===== src/pkg/tppc_pkg.sv =====
// Package for the terminal page and pointer control block
package tppc_pkg;
  localparam int CFG_BYTES = 32;
  localparam logic [4:0] CFG_LAST = 5'h1f;
  localparam logic [4:0] CFG_FMT_IDX = 5'h00;
  localparam int FMT_LINES_BIT = 0;
  localparam int FMT_COLS_BIT = 1;
  localparam logic [4:0] LINES_SHORT = 5'h0c;
  localparam logic [4:0] LINES_LONG = 5'h18;
  localparam logic [6:0] COLS_SHORT = 7'h28;
  localparam logic [6:0] COLS_LONG = 7'h50;
  localparam logic [6:0] STAT_LEN = 7'h50;
  localparam logic [6:0] STAT_ERR_LEN = 7'h10;
  localparam logic [6:0] STAT_MSG_LEN = 7'h34;
  localparam logic [6:0] STAT_PAGE_POS = 7'h49;
  localparam logic [4:0] STAT_ROW = 5'h18;
  localparam int PAGE_W = 3;
  localparam logic [PAGE_W-1:0] PAGE_MAX = 3'h7;
  localparam logic [7:0] NV_ROM_RESET = 8'h00;

  typedef enum logic [3:0] {
    TPPC_CMD_NONE, TPPC_CMD_UP, TPPC_CMD_DOWN, TPPC_CMD_LEFT, TPPC_CMD_RIGHT,
    TPPC_CMD_TO_PTR, TPPC_CMD_PG_ADV, TPPC_CMD_PG_BACK, TPPC_CMD_SCR_UP,
    TPPC_CMD_SCR_DN, TPPC_CMD_PG_SEL, TPPC_CMD_XMT, TPPC_CMD_RCV,
    TPPC_CMD_FMT, TPPC_CMD_NEG, TPPC_CMD_MSG
  } tppc_cmd_t;

  typedef struct packed {
    logic [PAGE_W-1:0] page;
    logic [4:0] row;
    logic [6:0] col;
  } tppc_pos_t;

  typedef struct packed {
    logic valid;
    tppc_cmd_t code;
    logic [7:0] arg;
    logic fromLine;
  } tppc_req_t;

  typedef enum {TPPC_LOAD, TPPC_RUN} tppc_phase_t;

  typedef struct packed {
    tppc_phase_t phase;
    logic [4:0] loadIdx;
    logic [7:0] fmtCfg;
    logic fmtOvr;
    logic [1:0] fmtTmp;
    logic negVideo;
    tppc_pos_t cursor;
    tppc_pos_t pointer;
    logic [7:0] msgLeft;
    logic [5:0] msgIdx;
  } tppc_state_t;
endpackage


===== src/design/tppc_core.sv =====
// Terminal cursor, data-comm pointer, format and status-line control
// Functional notes
// - Power-on copies the 32-byte stored image into writable active configuration.
// - Configuration edits are lost; reset reloads the stored image.
// - Escape commands of two to five characters arrive as one decoded code.
// - Same-page cursor moves move the pointer identically; the code sets the pointer to the new cursor position.
// - Line data writes at pointer page, keyboard writes at cursor page.
// - Cursor-to-pointer command puts cursor at pointer position.
// - Page advance and back move only the cursor.
// - Scroll up on last line of pointer page moves cursor to next page.
// - Scroll down on first line of pointer page moves cursor back a page.
// - Page select puts pointer home on the named page.
// - Transmit key sets pointer to cursor.
// - Receive key sets pointer to cursor.
// - Configuration picks 12/24 lines, 40/80 columns; commands override temporarily.
// - An 80-character status line occupies screen row 24 (the 25th line).
// - Status positions 0-15 errors, 16-67 remote messages.
// - Last seven status positions show the cursor page number.
// - Message write gives start address, byte count, then up to 52 characters; the code takes only the count and always starts at position 16.
// - Power-on is normal video; only commands toggle negative video.
//
`timescale 1ns/100ps
`default_nettype none
module tppc_core
  import tppc_pkg::*;
(
  input wire logic clk_sys,
  input wire logic rst,
  output logic [4:0] nvAddr,
  input wire logic [7:0] nvData,
  output logic cfgWe,
  output logic [4:0] cfgWAddr,
  output logic [7:0] cfgWData,
  output logic cfgReady,
  input wire tppc_req_t req,
  input wire logic [7:0] msgChar,
  input wire logic msgCharValid,
  input wire logic lineWrite,
  input wire logic keyWrite,
  output tppc_pos_t lineWrPos,
  output tppc_pos_t keyWrPos,
  output logic lineWrEn,
  output logic keyWrEn,
  output tppc_pos_t cursorPos,
  output tppc_pos_t pointerPos,
  output logic [4:0] fmtLines,
  output logic [6:0] fmtCols,
  output logic negVideo,
  output logic statWe,
  output logic [6:0] statAddr,
  output logic [7:0] statData,
  output logic [4:0] statRow,
  output logic [PAGE_W-1:0] statPage
);
  tppc_state_t s_q, s_d;
  logic [7:0] cfgRd;
  logic [6:0] statAddrQ;
  logic statWeQ;
  logic [7:0] statDataQ;

  function automatic logic [4:0] linesOf(input logic [1:0] f);
    return f[FMT_LINES_BIT] ? LINES_LONG : LINES_SHORT;
  endfunction

  function automatic logic [6:0] colsOf(input logic [1:0] f);
    return f[FMT_COLS_BIT] ? COLS_LONG : COLS_SHORT;
  endfunction

  // Active format: a command override wins over the stored byte
  logic [1:0] fmtAct;
  logic [4:0] lastRow;
  logic [6:0] lastCol;
  logic samePage;
  assign fmtAct = s_q.fmtOvr ? s_q.fmtTmp : s_q.fmtCfg[1:0];
  assign lastRow = linesOf(fmtAct) - 5'h01;
  assign lastCol = colsOf(fmtAct) - 7'h01;
  assign samePage = s_q.cursor.page == s_q.pointer.page;

  always_comb begin
    tppc_pos_t nc;
    logic run;
    s_d = s_q;
    nc = s_q.cursor;
    run = s_q.phase == TPPC_RUN;
    cfgRd = nvData;
    statWeQ = 1'b0;
    statAddrQ = 7'h00;
    statDataQ = 8'h00;
    // Load walks the image once, one byte a cycle
    unique case (s_q.phase)
      TPPC_LOAD: begin
        s_d.loadIdx = s_q.loadIdx + 5'h01;
        if (s_q.loadIdx == CFG_FMT_IDX) begin
          s_d.fmtCfg = nvData;
        end
        if (s_q.loadIdx == CFG_LAST) begin
          s_d.phase = TPPC_RUN;
        end
      end
      TPPC_RUN: begin
        if (req.valid) begin
          unique case (req.code)
            // Moves stop at the field edge; no wrap to the next line
            TPPC_CMD_UP: begin
              if (s_q.cursor.row != 5'h00) begin
                nc.row = s_q.cursor.row - 5'h01;
              end
            end
            TPPC_CMD_DOWN: begin
              if (s_q.cursor.row < lastRow) begin
                nc.row = s_q.cursor.row + 5'h01;
              end
            end
            TPPC_CMD_LEFT: begin
              if (s_q.cursor.col != 7'h00) begin
                nc.col = s_q.cursor.col - 7'h01;
              end
            end
            TPPC_CMD_RIGHT: begin
              if (s_q.cursor.col < lastCol) begin
                nc.col = s_q.cursor.col + 7'h01;
              end
            end
            TPPC_CMD_TO_PTR: begin
              nc = s_q.pointer;
            end
            // Page steps leave the pointer where line data lands
            TPPC_CMD_PG_ADV: begin
              if (s_q.cursor.page != PAGE_MAX) begin
                nc.page = s_q.cursor.page + 3'h1;
              end
            end
            TPPC_CMD_PG_BACK: begin
              if (s_q.cursor.page != 3'h0) begin
                nc.page = s_q.cursor.page - 3'h1;
              end
            end
            // Scrolls step pages only from the edge rows of the pointer's page
            TPPC_CMD_SCR_UP: begin
              if (samePage && s_q.cursor.row == lastRow && s_q.cursor.page != PAGE_MAX) begin
                nc.page = s_q.cursor.page + 3'h1;
                nc.row = 5'h00;
              end
            end
            TPPC_CMD_SCR_DN: begin
              if (samePage && s_q.cursor.row == 5'h00 && s_q.cursor.page != 3'h0) begin
                nc.page = s_q.cursor.page - 3'h1;
                nc.row = lastRow;
              end
            end
            TPPC_CMD_PG_SEL: begin
              s_d.pointer.page = req.arg[PAGE_W-1:0];
              s_d.pointer.row = 5'h00;
              s_d.pointer.col = 7'h00;
            end
            TPPC_CMD_XMT: begin
              s_d.pointer = s_q.cursor;
            end
            TPPC_CMD_RCV: begin
              s_d.pointer = s_q.cursor;
            end
            // Override lasts until reset reloads the stored format
            TPPC_CMD_FMT: begin
              s_d.fmtOvr = 1'b1;
              s_d.fmtTmp = req.arg[1:0];
            end
            TPPC_CMD_NEG: begin
              s_d.negVideo = ~s_q.negVideo;
            end
            TPPC_CMD_MSG: begin
              // Writes always start at the first message cell; count caps at 52
              s_d.msgIdx = 6'h00;
              s_d.msgLeft = (req.arg > 8'h34) ? 8'h34 : req.arg;
            end
            default: ;
          endcase
          s_d.cursor = nc;
          // Plain in-page moves carry the pointer along
          if (samePage && req.code inside {TPPC_CMD_UP, TPPC_CMD_DOWN,
              TPPC_CMD_LEFT, TPPC_CMD_RIGHT}) begin
            s_d.pointer = nc;
          end
        end
        // One status cell per character; characters past the count are dropped
        if (msgCharValid && s_q.msgLeft != 8'h00) begin
          statWeQ = 1'b1;
          statAddrQ = STAT_ERR_LEN + {1'b0, s_q.msgIdx};
          statDataQ = msgChar;
          s_d.msgIdx = s_q.msgIdx + 6'h01;
          s_d.msgLeft = s_q.msgLeft - 8'h01;
        end
      end
    endcase
    if (!run) begin
      statWeQ = 1'b0;
    end
  end

  // Status writes are registered so the screen side sees settled data
  always_ff @(posedge clk_sys) begin
    if (rst) begin
      s_q.phase <= TPPC_LOAD;
      s_q.loadIdx <= 5'h00;
      s_q.fmtCfg <= NV_ROM_RESET;
      s_q.fmtOvr <= 1'b0;
      s_q.fmtTmp <= 2'h0;
      s_q.negVideo <= 1'b0;
      s_q.cursor <= '0;
      s_q.pointer <= '0;
      s_q.msgLeft <= 8'h00;
      s_q.msgIdx <= 6'h00;
      statWe <= 1'b0;
      statAddr <= 7'h00;
      statData <= 8'h00;
      cfgWe <= 1'b0;
      cfgWAddr <= 5'h00;
      cfgWData <= 8'h00;
    end else begin
      s_q <= s_d;
      statWe <= statWeQ;
      statAddr <= statAddrQ;
      statData <= statDataQ;
      cfgWe <= s_q.phase == TPPC_LOAD;
      cfgWAddr <= s_q.loadIdx;
      cfgWData <= cfgRd;
    end
  end

  // Line data lands at the pointer, keys at the cursor
  assign nvAddr = s_q.loadIdx;
  assign cfgReady = s_q.phase == TPPC_RUN;
  assign cursorPos = s_q.cursor;
  assign pointerPos = s_q.pointer;
  assign lineWrPos = s_q.pointer;
  assign keyWrPos = s_q.cursor;
  assign lineWrEn = lineWrite && cfgReady;
  assign keyWrEn = keyWrite && cfgReady;
  assign fmtLines = linesOf(fmtAct);
  assign fmtCols = colsOf(fmtAct);
  assign negVideo = s_q.negVideo;
  assign statRow = STAT_ROW;
  assign statPage = s_q.cursor.page;

  // Load and configuration copy
  a_load_len: assert property (@(posedge clk_sys) disable iff (rst)
    $rose(cfgReady) |-> $past(cfgWe) && $past(cfgWAddr) == 5'h1e)
    else $error("load length");

  a_load_data: assert property (@(posedge clk_sys) disable iff (rst)
    cfgWe |-> cfgWAddr == $past(nvAddr) && cfgWData == $past(nvData))
    else $error("active copy differs from image");

  a_load_quiet: assert property (@(posedge clk_sys) disable iff (rst)
    cfgReady && $past(cfgReady) |-> !cfgWe)
    else $error("copy written after load");

  // Nothing reaches the screen until the load phase ends and cfgReady rises
  a_load_idle: assert property (@(posedge clk_sys) disable iff (rst)
    !cfgReady |-> !statWe && !lineWrEn && !keyWrEn)
    else $error("write during load");

  // Pointer and cursor moves
  a_same_page: assert property (@(posedge clk_sys) disable iff (rst)
    cfgReady && req.valid && cursorPos == pointerPos &&
    req.code inside {TPPC_CMD_UP, TPPC_CMD_DOWN, TPPC_CMD_LEFT, TPPC_CMD_RIGHT}
    |=> cursorPos == pointerPos)
    else $error("pointer lost alignment");

  a_line_key: assert property (@(posedge clk_sys) disable iff (rst)
    lineWrEn && keyWrEn |-> lineWrPos == pointerPos && keyWrPos == cursorPos)
    else $error("write page mixed up");

  a_to_ptr: assert property (@(posedge clk_sys) disable iff (rst)
    cfgReady && req.valid && req.code == TPPC_CMD_TO_PTR |=> cursorPos == $past(pointerPos))
    else $error("cursor not at pointer");

  a_page_adv: assert property (@(posedge clk_sys) disable iff (rst)
    cfgReady && req.valid && req.code inside {TPPC_CMD_PG_ADV, TPPC_CMD_PG_BACK}
    |=> $stable(pointerPos))
    else $error("pointer moved on page step");

  a_page_edge: assert property (@(posedge clk_sys) disable iff (rst)
    cfgReady && req.valid && req.code == TPPC_CMD_PG_ADV && cursorPos.page == PAGE_MAX
    |=> $stable(cursorPos))
    else $error("page advance wrapped");

  a_back_edge: assert property (@(posedge clk_sys) disable iff (rst)
    cfgReady && req.valid && req.code == TPPC_CMD_PG_BACK && cursorPos.page == 3'h0
    |=> $stable(cursorPos))
    else $error("page back wrapped");

  a_row_edge: assert property (@(posedge clk_sys) disable iff (rst)
    cfgReady && req.valid && req.code == TPPC_CMD_DOWN && cursorPos.row == lastRow
    |=> $stable(cursorPos))
    else $error("cursor left the working field");

  a_scroll_up: assert property (@(posedge clk_sys) disable iff (rst)
    cfgReady && req.valid && req.code == TPPC_CMD_SCR_UP |=> $stable(pointerPos))
    else $error("pointer moved on scroll");

  a_scroll_next: assert property (@(posedge clk_sys) disable iff (rst)
    cfgReady && req.valid && req.code == TPPC_CMD_SCR_UP && samePage &&
    cursorPos.row == lastRow && cursorPos.page != PAGE_MAX
    |=> cursorPos.page == $past(cursorPos.page) + 3'h1)
    else $error("scroll up missed next page");

  a_scroll_dn: assert property (@(posedge clk_sys) disable iff (rst)
    cfgReady && req.valid && req.code == TPPC_CMD_SCR_DN |=> $stable(pointerPos))
    else $error("pointer moved on scroll down");

  a_scroll_prev: assert property (@(posedge clk_sys) disable iff (rst)
    cfgReady && req.valid && req.code == TPPC_CMD_SCR_DN && samePage &&
    cursorPos.row == 5'h00 && cursorPos.page != 3'h0
    |=> cursorPos.page == $past(cursorPos.page) - 3'h1)
    else $error("scroll down missed previous page");

  a_page_sel: assert property (@(posedge clk_sys) disable iff (rst)
    cfgReady && req.valid && req.code == TPPC_CMD_PG_SEL |=> pointerPos.row == 5'h00 &&
    pointerPos.col == 7'h00 && pointerPos.page == $past(req.arg[PAGE_W-1:0]))
    else $error("page select not home");

  a_xmt_ptr: assert property (@(posedge clk_sys) disable iff (rst)
    cfgReady && req.valid && req.code == TPPC_CMD_XMT |=> pointerPos == $past(cursorPos))
    else $error("transmit pointer wrong");

  a_rcv_ptr: assert property (@(posedge clk_sys) disable iff (rst)
    cfgReady && req.valid && req.code == TPPC_CMD_RCV |=> pointerPos == $past(cursorPos))
    else $error("receive pointer wrong");

  // Format, status line and video
  a_fmt_ovr: assert property (@(posedge clk_sys) disable iff (rst)
    cfgReady && req.valid && req.code == TPPC_CMD_FMT
    |=> fmtLines == ($past(req.arg[FMT_LINES_BIT]) ? LINES_LONG : LINES_SHORT) &&
    fmtCols == ($past(req.arg[FMT_COLS_BIT]) ? COLS_LONG : COLS_SHORT))
    else $error("format override not applied");

  a_fmt_hold: assert property (@(posedge clk_sys) disable iff (rst)
    cfgReady && $past(cfgReady) && !($past(req.valid) && $past(req.code) == TPPC_CMD_FMT)
    |-> $stable(fmtLines) && $stable(fmtCols))
    else $error("format changed without command");

  a_msg_range: assert property (@(posedge clk_sys) disable iff (rst)
    statWe |-> statAddr >= 7'h10 && statAddr < 7'h44)
    else $error("message out of field");

  a_msg_cap: assert property (@(posedge clk_sys) disable iff (rst)
    cfgReady && req.valid && req.code == TPPC_CMD_MSG |=> s_q.msgLeft <= 8'h34)
    else $error("message count above field");

  a_msg_char: assert property (@(posedge clk_sys) disable iff (rst)
    statWe |-> $past(msgCharValid) && statData == $past(msgChar))
    else $error("status write without character");

  a_stat_page: assert property (@(posedge clk_sys) disable iff (rst)
    statPage == cursorPos.page && statRow == STAT_ROW)
    else $error("status page number wrong");

  a_neg_video: assert property (@(posedge clk_sys) disable iff (rst)
    $changed(negVideo) |-> $past(req.valid) && $past(req.code) == TPPC_CMD_NEG)
    else $error("video polarity changed alone");

  a_neg_reset: assert property (@(posedge clk_sys)
    $past(rst) |-> !negVideo)
    else $error("negative video survived reset");

  a_fmt_reset: assert property (@(posedge clk_sys)
    $past(rst) |-> !s_q.fmtOvr)
    else $error("override survived reset");

  c_load: cover property (@(posedge clk_sys) $rose(cfgReady));
  c_scroll: cover property (@(posedge clk_sys) cfgReady && req.valid &&
    req.code == TPPC_CMD_SCR_UP ##1 !samePage);
  c_msg: cover property (@(posedge clk_sys) statWe ##1 statWe);
  c_fmt: cover property (@(posedge clk_sys) s_q.fmtOvr);
  c_page_sel: cover property (@(posedge clk_sys) cfgReady && req.valid &&
    req.code == TPPC_CMD_PG_SEL ##1 !samePage);
endmodule
`default_nettype wire


===== config.mk =====
export PLATFORM = sky130hd
export DESIGN_NAME = tppc_core
export DESIGN_NICKNAME = d
export VERILOG_FILES = /design/src/pkg/tppc_pkg.sv /design/src/design/tppc_core.sv
export SDC_FILE = /design/constraint.sdc
export NUM_CORES = 1
export LEC_CHECK = 0
export ABC_CLOCK_PERIOD_IN_PS = 7200
export BUFFER_PORTS_ARGS = -buffer_cell sky130_fd_sc_hd__buf_2
export CORE_ASPECT_RATIO = 0.5
export CORE_MARGIN = 1
export CORE_UTILIZATION = 40
export DETAILED_ROUTE_END_ITERATION = 8
export HOLD_SLACK_MARGIN = 0.08
export PLACE_DENSITY = 0.64
export REMOVE_ABC_BUFFERS = 1
export SLEW_MARGIN = 15
export SYNTH_ARGS = -nofsm -noshare
export SYNTH_HDL_FRONTEND = slang
export SYNTH_SLANG_ARGS = --single-unit

===== constraint.sdc =====
create_clock -name clk_sys -period 7.2 [get_ports clk_sys]
set_input_delay 1.44 -clock clk_sys [delete_from_list [all_inputs] [get_ports clk_sys]]
set_output_delay 1.44 -clock clk_sys [all_outputs]
set_load 0.03 [all_outputs]

==> impl_metrics.env, run 1 <==
export IMPL_avgSynthCellArea_um2=8.14
export IMPL_layout_drive_gt1_share_pct=23.9
export IMPL_grt_ovfl_total=0
export IMPL_worstPathArrival_ns=3.52
export IMPL_dp_hpwl_um=10000
export IMPL_hold_viol=0
export IMPL_worst_path_max_fanout=19
export IMPL_die_area_mm2=0.0148
export IMPL_fmax_ghz=0.300
export IMPL_hold_buffers=0
export IMPL_cts_sinks=86
export IMPL_ys_seq_area_share_pct=30.2
export IMPL_final_nets=806
export IMPL_outcome="finished clean"
export IMPL_ant_nets=0
export IMPL_finalClockSkew_ns=0.00651
export IMPL_drtPass1Iterations=5
export IMPL_initial_utilization_pct=41.5
export IMPL_grt_use_total_pct=19.4
export IMPL_cts_root_buf="clkbuf_16"
export IMPL_synthArstFlopShare_pct=0
export IMPL_startpoint_type="input port"
export IMPL_p_leak_nw=2.74
export IMPL_fp_dieH_um=86.4
export IMPL_crit_path_end_kind="flop"
export IMPL_num_antenna_cells=0
export IMPL_path_clk_slew_ns=0.07
export IMPL_crit_chain="buf_2, or3b_2, a21boi_2, mux2i_1, nor3_1, a21oi_1, o22ai_1"
export IMPL_vias=5031
export IMPL_synthCells=701
export IMPL_finalSetupViolCount=0
export IMPL_areaGrowthSynthToFinish_pct=9.41
export IMPL_grt_pass1_wl_um=23000
export IMPL_pwr_density_cell_mw_per_mm2=175
export IMPL_min_period_over_period_pct=46.3
export IMPL_fillers=1413
export IMPL_grt_max_degree=71
export IMPL_cp_required_ns=7.39
export IMPL_cap_violations=0
export IMPL_cts_resized=0
export IMPL_ys_types=80
export IMPL_maxSlewHeadroom_pct=35.7
export IMPL_cp_slowest_stage_delay_ns=0.64
export IMPL_path_class="in -> reg"
export IMPL_clockBufferDepth=2
export IMPL_fin_ws_ns=3.87
export IMPL_ys_seq_elements=86
export IMPL_hold_class="reg -> reg"
export IMPL_viasPerCell=5.33
export IMPL_drtIter0Drc=241
export IMPL_synth_top_flop_cell="dfxtp_1"
export IMPL_coreArea_mm2=0.0137
export IMPL_place_ws_ns=3.56
export IMPL_tightest_slew_ns=0.962
export IMPL_fin_crit_ns=3.33
export IMPL_yosys_area_top_type="dfxtp_1"
export IMPL_insertion_delay_ns=0.34
export IMPL_fin_tns_setup_ns=0
export IMPL_vdd_ir_drop_max_v=0.000114
export IMPL_rsz0062_at_grt="no"
export IMPL_slew_viol_final=0
export IMPL_synth_top_area_share_pct=30.2
export IMPL_cts_tree="yes"
export IMPL_hold_depth=2
export IMPL_synth_edf_count=0
export IMPL_drc_errors=0
export IMPL_critical_path_slowest_cell="a21boi_2"
export IMPL_r2r_cells=9
export IMPL_numCtsBuffers=9
export IMPL_wl_per_cell_um=15.0
export IMPL_row_count=30
export IMPL_io_pins=154
export IMPL_antenna_found_initial=0
export IMPL_postCtsSetupBuffers=0
export IMPL_routed_wirelength_um=14200
export IMPL_ys_warn_count=0
export IMPL_cts_htree_levels=3
export IMPL_first_global_vias=4520
export IMPL_die_w_um=171
export IMPL_synthesis_area_mm2=0.00570
export IMPL_synthTopCellsByArea="dfxtp_1 (30%), buf_4 (11%), ha_1 (5.3%)"
export IMPL_io_buffers=141
export IMPL_gp_congestion=0.897
-- through the flow --
| step | total power, W | cell area, um2 | cells | hold WS (ns) | utilization (%) |
|---|---|---|---|---|---|
| 2_1_floorplan | 0.000566 | 4960 | 592 | 0.447 | - |
| 3_3_place_gp | 0.000610 | 5930 | 928 | 0.462 | 43.2 |
| 3_5_place_dp | 0.000612 | 5930 | 928 | 0.474 | 43.2 |
| 4_1_cts | 0.00111 | 6240 | 944 | 0.486 | 45.4 |
| 5_1_grt | 0.00114 | 6240 | 944 | 0.518 | 45.4 |
| 6_report | 0.00109 | 6240 | 944 | 0.488 | 45.4 |
-- metal layers --
layer / GRT usage, % / share of wire (%) / routed length, um
met4: 4.79 / 0.92 / 131
met3: 4.02 / 5.0 / 703
met1: 25.9 / 48 / 6820
met5: 0 / 0 / 0
met2: 32.2 / 46 / 6540
-- final timing paths --
kind	from	to	slack (ns)
max	req[11]	lineWrPos[13]	3.87
min	s_q[45]	s_q[45]	0.49
max reg2reg	s_q[47]	cursorPos[7]	4.11
min reg2reg	s_q[45]	s_q[45]	0.49
-- sequential cells by signal, indices dropped and copies added, names as in the netlist --
name	flops
s_q	20
lineWrPos	15
cursorPos	12
cfgWData	8
statData	8
statAddr	7
cfgWAddr	5
nvAddr	5
statPage	3
cfgWe	1
negVideo	1
statWe	1
-- where the power goes --
part           switching [W]  leakage, nW  internal, W  total (W)
combinational      0.0000796         1.90    0.0000368   0.000116
sequential        0.00000346        0.696     0.000482   0.000485
clock               0.000213        0.146     0.000276   0.000490
total               0.000296         2.74     0.000795    0.00109
-- area by class of cell --
| class | count | area, um2 | share of cell area, % |
|---|---|---|---|
| Clock buffer | 9 | 225 | 3.61 |
| Clock inverter | 7 | 85.1 | 1.36 |
| Inverter | 19 | 71.3 | 1.14 |
| Multi-Input combinational cell | 487 | 3170 | 50.8 |
| Sequential cell | 86 | 1720 | 27.6 |
| Tap cell | 192 | 240 | 3.85 |
| Timing Repair Buffer | 144 | 728 | 11.7 |
-- kinds of logic after synthesis --
kind of cell               share of synthesized area, %
xor gates and xnor gates                           3.51
buffers and inverters                              15.0
other                                             0.132
and+or+nand+nor                                    23.6
adders and majority gates                          5.26
muxes                                              1.58
AOI/OAI and AO/OA                                  20.7
DFF                                                30.2
-- critical path, delay by kind of cell --
kind | cells | cell delay (ns)
muxes | 1 | 0.27
and+or+nand+nor | 2 | 0.58
AOI/OAI and AO/OA | 3 | 0.91
buffers and inverters | 1 | 0.31
-- cells in the mapped netlist, types with 5 or more instances --
cell and n:
nor4_1 6, xor2_1 8, buf_4 85, o211ai_1 8
clkbuf_1 20, nand2b_1 14, nand3b_1 6, and3_1 13
nor2b_1 18, nand3_1 11, xnor2_1 13, mux2i_1 9
nor3b_1 5, o21ai_0 28, dfxtp_1 86, a211oi_1 15
a31oi_1 11, and2_1 19, buf_2 10, nor2_1 64
nor3_1 18, inv_1 19, ha_1 24, a21oi_1 49
a21o_1 8, o22ai_1 6, nand2_1 36, nand4_1 7
-- cells in the final DEF, fill, tap and decap left out, types with 7 or more instances in the layout --
| cell | count |
|---|---|
| nand3_1 | 11 |
| a211oi_1 | 15 |
| buf_2 | 141 |
| ha_1 | 24 |
| nor2_1 | 64 |
| mux2i_1 | 9 |
| o211ai_1 | 8 |
| a31oi_1 | 11 |
| nand2b_1 | 14 |
| nor3_1 | 18 |
| xnor2_1 | 13 |
| nand4_1 | 7 |
| conb_1 | 11 |
| and2_1 | 19 |
| clkbuf_16 | 9 |
| o21ai_0 | 28 |
| nor2b_1 | 18 |
| and3_1 | 13 |
| inv_1 | 19 |
| a21o_1 | 8 |
| xor2_1 | 8 |
| dfxtp_1 | 86 |
| nand2_1 | 36 |
| a21oi_1 | 49 |
Power figures use the tool's default switching activity.
==> run 2, diff against run 1 <==
Settings changed: ABC_CLOCK_PERIOD_IN_PS 7200 to 3400.
Clock period 7.2 ns to 3.4 ns, I/O delays scaled along.
==> run 2 against run 1 <==
Net effect: non-clock buffer count up 12; via count up 0.74%; count of clock-buffer cells in the layout stayed put; total power up 110%; core utilization rose by 0.62 points; sequential share of layout area shrank 0.37 points; design area grew 1.4%; die area unchanged; flip-flop and latch count did not move; clock power grew 110%; largest cell class unchanged.
==> impl_metrics.env, run 2 (synthesized netlist as in run 1, its figures left out) <==
export IMPL_drtPass1Iterations=4
export IMPL_crit_path_end_kind="flop"
export IMPL_hold_viol=0
export IMPL_slew_viol_final=0
export IMPL_cts_resized=0
export IMPL_min_period_over_period_pct=82.6
export IMPL_regMostFlops="s_q"
export IMPL_coreArea_mm2=0.0137
export IMPL_numCtsBuffers=9
export IMPL_hold_buffers=0
export IMPL_multi_input_area_mm2=0.00317
export IMPL_final_common_cell="buf_2"
export IMPL_hold_class="reg -> reg"
export IMPL_io_pins=154
export IMPL_fmax_ghz=0.356
export IMPL_grt_max_degree=42
export IMPL_die_w_um=171
export IMPL_cts_sinks=86
export IMPL_cap_violations=0
export IMPL_post_route_util_pct=46.0
export IMPL_viasPerCell=5.30
export IMPL_tightest_slew_ns=0.860
export IMPL_postCtsSetupBuffers=0
export IMPL_gp_congestion=0.932
export IMPL_vias=5068
export IMPL_die_area_mm2=0.0148
export IMPL_path_class="reg -> reg"
export IMPL_maxSlewHeadroom_pct=42.7
export IMPL_insertion_delay_ns=0.35
export IMPL_drc_errors=0
export IMPL_fp_dieH_um=86.4
export IMPL_row_count=30
export IMPL_finalClockSkew_ns=0.00611
export IMPL_fin_area_mm2=0.00633
export IMPL_drtIter0Drc=253
export IMPL_dpl_cell_area_mm2=0.00602
export IMPL_initial_utilization_pct=41.5
export IMPL_p_total_w=0.00230
export IMPL_holdWs_ns=0.494
export IMPL_p_leak_nw=2.80
export IMPL_vdd_ir_drop_max_v=0.000235
export IMPL_startpoint_type="flop"
export IMPL_grt_pass1_wl_um=23000
export IMPL_finalSetupViolCount=0
export IMPL_outcome="finished clean"
export IMPL_grt_use_total_pct=19.5
export IMPL_layout_drive_gt1_share_pct=25.1
export IMPL_pwr_density_cell_mw_per_mm2=364
export IMPL_worst_path_max_fanout=5
export IMPL_cts_htree_levels=3
export IMPL_final_cell_mix="buf_2 (141), dfxtp_1 (86), nor2_1 (64)"
export IMPL_final_nets=818
export IMPL_fin_tns_setup_ns=0
export IMPL_fin_crit_ns=2.81
export IMPL_fillers=1367
export IMPL_routed_wirelength_um=14300
export IMPL_num_antenna_cells=0
export IMPL_cts_root_buf="clkbuf_16"
export IMPL_regArea_mm2=0.00172
export IMPL_dp_hpwl_um=10300
export IMPL_r2r_slack_ns=0.59
export IMPL_worstPathArrival_ns=3.00
export IMPL_areaGrowthSynthToFinish_pct=10.9
export IMPL_path_clk_slew_ns=0.07
export IMPL_antenna_found_initial=0
export IMPL_rsz0062_at_grt="no"
export IMPL_cp_required_ns=3.59
export IMPL_ant_nets=0
export IMPL_io_buffers=141
export IMPL_first_global_vias=4583
export IMPL_wl_per_cell_um=15.0
export IMPL_cts_tree="yes"
export IMPL_clockBufferDepth=2
export IMPL_largest_register_ff_count=20
export IMPL_grt_ovfl_total=0
## run 2: changes by cell type in the layout (fill, tap and decap cells not counted)
cell,delta
buf_4,+12
clkinv_2,+1
clkinv_4,+1
clkinvlp_4,-1
inv_8,-1
## run 2: area by class of cell
cell class | count | area share (%)
clock buffer | 9 | 3.56
clock inverter | 7 | 1.27
inverter | 19 | 1.13
multi-input combinational | 487 | 50.1
sequential | 86 | 27.2
tap | 192 | 3.80
timing repair buffer | 156 | 12.9
## run 2: power breakdown
| part | internal, W | total, W | switching (W) |
|---|---|---|---|
| logic | 0.0000806 | 0.000250 | 0.000169 |
| clock network | 0.000580 | 0.00103 | 0.000446 |
| registers | 0.00102 | 0.00103 | 0.00000750 |
## run 2: routing by layer
layer  share of wire [%]  track usage [%]
met1                  48             25.6
met5                   0                0
met4                 1.1             5.44
met3                 5.3             4.20
met2                  45             32.6
## run 2: path summary, 6_finish.rpt
kind | endpoint | start | cells past startpoint
min | s_q[45] | s_q[45] | 2
min reg2reg | s_q[45] | s_q[45] | 2
max | cursorPos[7] | s_q[47] | 10
max reg2reg | cursorPos[7] | s_q[47] | 10
## run 2: per-stage QoR
step / instances / setup slack, ns
after CTS: 956 / 0.615
final: 956 / 0.591
after global placement: 940 / 0.692
after detailed placement: 940 / 0.622
after global routing: 956 / 0.402
after floorplan: 592 / -0.480
## run 2: critical path, cell delays in order, from the launching register on
cell	delay [ns]
dfxtp_1	0.39
mux2i_1	0.22
buf_4	0.17
inv_1	0.08
ha_1	0.29
and3_1	0.23
and3b_1	0.26
a21boi_2	0.13
or3_4	0.45
a2111oi_2	0.36
a211oi_1	0.08
==> run 3, diff against run 2 <==
Settings changed: ABC_AREA set to 1, ABC_CLOCK_PERIOD_IN_PS 3400 to 2700.
Clock period 3.4 ns to 2.7 ns, I/O delays scaled along.
==> run 3 against run 2 <==
Net effect: wire length shrank 2.5%; combinational power up 66%; global-route usage is 0.14 points higher; fmax increased by 14%; critical path type unchanged; largest power group is now the clock network; highest routed layer unchanged.
==> impl_metrics.env, run 3 <==
export IMPL_outcome="finished clean"
export IMPL_vdd_ir_drop_max_v=0.000351
export IMPL_cts_htree_levels=3
export IMPL_p_leak_nw=3.29
export IMPL_drtPass1Iterations=5
export IMPL_hold_buffers=0
export IMPL_grt_max_degree=27
export IMPL_routed_wirelength_um=14000
export IMPL_fin_crit_ns=2.46
export IMPL_cts_tree="yes"
export IMPL_path_class="reg -> reg"
export IMPL_crit_chain="inv_1, or2_2, o21a_1, ha_1, nand2_1, nor2_1, nand3_1, nand2_1, inv_1, a21oi_1, nand4_1, nor2_1, nor2_1"
export IMPL_avgSynthCellArea_um2=6.80
export IMPL_cp_required_ns=2.94
export IMPL_synthAdderAreaFrac_pct=5.40
export IMPL_synthTopCellsByArea="dfxtp_1 (31%), buf_4 (11%), nand2_1 (8.9%)"
export IMPL_final_common_cell="buf_2"
export IMPL_synth_edf_count=0
export IMPL_placedCellCount=1071
export IMPL_synth_top_family_by_area="simple AND/OR/NAND/NOR gates"
export IMPL_insertion_delay_ns=0.35
export IMPL_num_antenna_cells=0
export IMPL_clockBufferDepth=2
export IMPL_synthCells=818
export IMPL_ys_seq_area_share_pct=30.9
export IMPL_holdWs_ns=0.395
export IMPL_cp_common_cell="nor2_1"
export IMPL_initial_utilization_pct=41.1
export IMPL_multi_input_area_mm2=0.00274
export IMPL_die_area_mm2=0.0144
export IMPL_viasPerCell=4.72
export IMPL_drtIter0Drc=331
export IMPL_fp_dieH_um=85.4
export IMPL_grt_pass1_wl_um=22500
export IMPL_synthMuxAreaShare_pct=0
export IMPL_hold_viol=0
export IMPL_finalClockSkew_ns=0.00923
export IMPL_numCtsBuffers=9
export IMPL_synthesis_area_mm2=0.00557
export IMPL_regArea_mm2=0.00172
export IMPL_cp_slowest_stage_delay_ns=0.38
export IMPL_dp_hpwl_um=10300
export IMPL_synth_top_flop_cell="dfxtp_1"
export IMPL_ys_warn_count=0
export IMPL_io_pins=154
export IMPL_synth_xor_area_share_pct=3.78
export IMPL_tightest_slew_ns=0.707
export IMPL_fillers=1419
export IMPL_grt_use_total_pct=19.7
export IMPL_ant_nets=0
export IMPL_final_nets=950
export IMPL_synthSimpleGateAreaFrac_pct=23.8
export IMPL_layout_drive_gt1_share_pct=22.4
export IMPL_worstPathArrival_ns=2.71
export IMPL_rsz0062_at_grt="no"
export IMPL_ys_seq_elements=86
export IMPL_finalSetupViolCount=0
export IMPL_synthTopCellsByCount="nand2_1 (132), inv_1 (101), nor2_1 (91)"
export IMPL_die_w_um=169
export IMPL_yosysMostFrequentCell="nand2_1"
export IMPL_grt_ovfl_total=0
export IMPL_io_buffers=141
export IMPL_cts_root_buf="clkbuf_16"
export IMPL_hold_class="in -> reg"
export IMPL_cts_sinks=86
export IMPL_synthArstFlopShare_pct=0
export IMPL_vias=5135
export IMPL_coreArea_mm2=0.0136
export IMPL_critical_path_slowest_cell="dfxtp_1"
export IMPL_crit_path_end_kind="flop"
export IMPL_slew_viol_final=0
export IMPL_ys_types=38
export IMPL_path_clk_slew_ns=0.07
export IMPL_startpoint_type="flop"
export IMPL_r2r_slack_ns=0.24
export IMPL_gp_congestion=0.921
export IMPL_maxSlewHeadroom_pct=52.6
export IMPL_row_count=30
export IMPL_wl_per_cell_um=12.8
export IMPL_cap_violations=0
export IMPL_layout_cells_non_filler=1088
export IMPL_synth_top_area_share_pct=30.9
export IMPL_areaGrowthSynthToFinish_pct=12.9
export IMPL_pwr_density_cell_mw_per_mm2=496
export IMPL_yosys_area_top_type="dfxtp_1"
export IMPL_fmax_ghz=0.406
export IMPL_antenna_found_initial=0
export IMPL_worst_path_max_fanout=6
export IMPL_min_period_over_period_pct=91.2
export IMPL_final_cell_mix="buf_2 (141), nand2_1 (131), inv_1 (101)"
export IMPL_synth_compound_area_share_pct=15.5
export IMPL_regMostFlops="s_q"
export IMPL_largest_register_ff_count=20
export IMPL_first_global_vias=4622
export IMPL_drc_errors=0
[run 3: cell count changes after synthesis, moves of 10 or more]
cell | before | now
nand2_1 | 36 | 132
nand2b_1 | 14 | 0
inv_1 | 19 | 101
xor2_1 | 8 | 18
and2_1 | 19 | 0
o21ai_0 | 28 | 45
a211oi_1 | 15 | 3
o21ai_1 | 4 | 23
and3_1 | 13 | 0
inv_2 | 0 | 10
nor2b_1 | 18 | 0
a21oi_1 | 49 | 63
nand3_1 | 11 | 52
nor2_1 | 64 | 91
[run 3: path summary, 6_finish.rpt]
check,startpoint,cells after the start,endpoint
worst max-delay path,s_q[47],13,cursorPos[11]
worst max register to register,s_q[47],13,cursorPos[11]
worst min register to register,s_q[48],2,s_q[48]
worst min-delay path,nvData[6],3,cfgWData[6]
[run 3: stage by stage]
step	area [um2]	setup WS (ns)	TNS, ns	total power, W	util, %
finish	6280	0.237	0	0.00311	46.4
global route	6280	0.0631	0	0.00324	46.4
CTS	6270	0.156	0	0.00314	46.3
detailed placement	5940	0.167	0	0.00175	43.8
global placement	5940	0.234	0	0.00174	43.8
floorplan	4880	-1.41	-19.34	0.00160	-
[run 3: what timing repair did]
item / CTS / global route
endpoints found under the setup margin: 0 / 6
resized for setup: 0 / 3
buffers inserted: 0 / 1
[run 3: critical path, delay by kind of cell, from the launching register on]
kind,cells,cell delay [ns]
AND/OR/NAND/NOR,8,1.23
flip-flops,1,0.38
AO/OA/AOI/OAI,2,0.31
adder cells (fa/ha/maj),1,0.30
buffers and inverters,2,0.16
[run 3: report_power, final]
part	total [W]	internal [W]	leakage, nW	switching, W
registers	0.00131	0.00130	0.697	0.0000143
clock network	0.00139	0.000824	0.158	0.000564
logic	0.000415	0.000125	2.44	0.000290
[run 3: kinds of logic (layout without fill, tap and decap cells)]
group                      count (synthesis)  in the layout
other                                      2             11
and+or+nand+nor                          310            310
buffers and inverters                    216            285
adders and majority gates                 24             24
xor gates and xnor gates                  24             24
DFF                                       86             86
AOI/OAI and AO/OA                        156            156
[run 3: layout make-up]
class | instances | share of cell area (%)
Tap cell | 192 | 3.82
Inverter | 112 | 6.73
Timing Repair Buffer | 157 | 13.1
Multi-Input combinational cell | 525 | 43.7
Clock buffer | 9 | 3.58
Clock inverter | 7 | 1.67
Sequential cell | 86 | 27.4
[run 3: per-layer routing]
metal / vias up / routed length [um] / global-route usage, %
li1: 2670 / - / -
met1: 2286 / 6710 / 26.2
met2: 165 / 6220 / 32.2
met3: 14 / 875 / 4.52
met4: 0 / 153 / 4.96
met5: - / 0 / 0
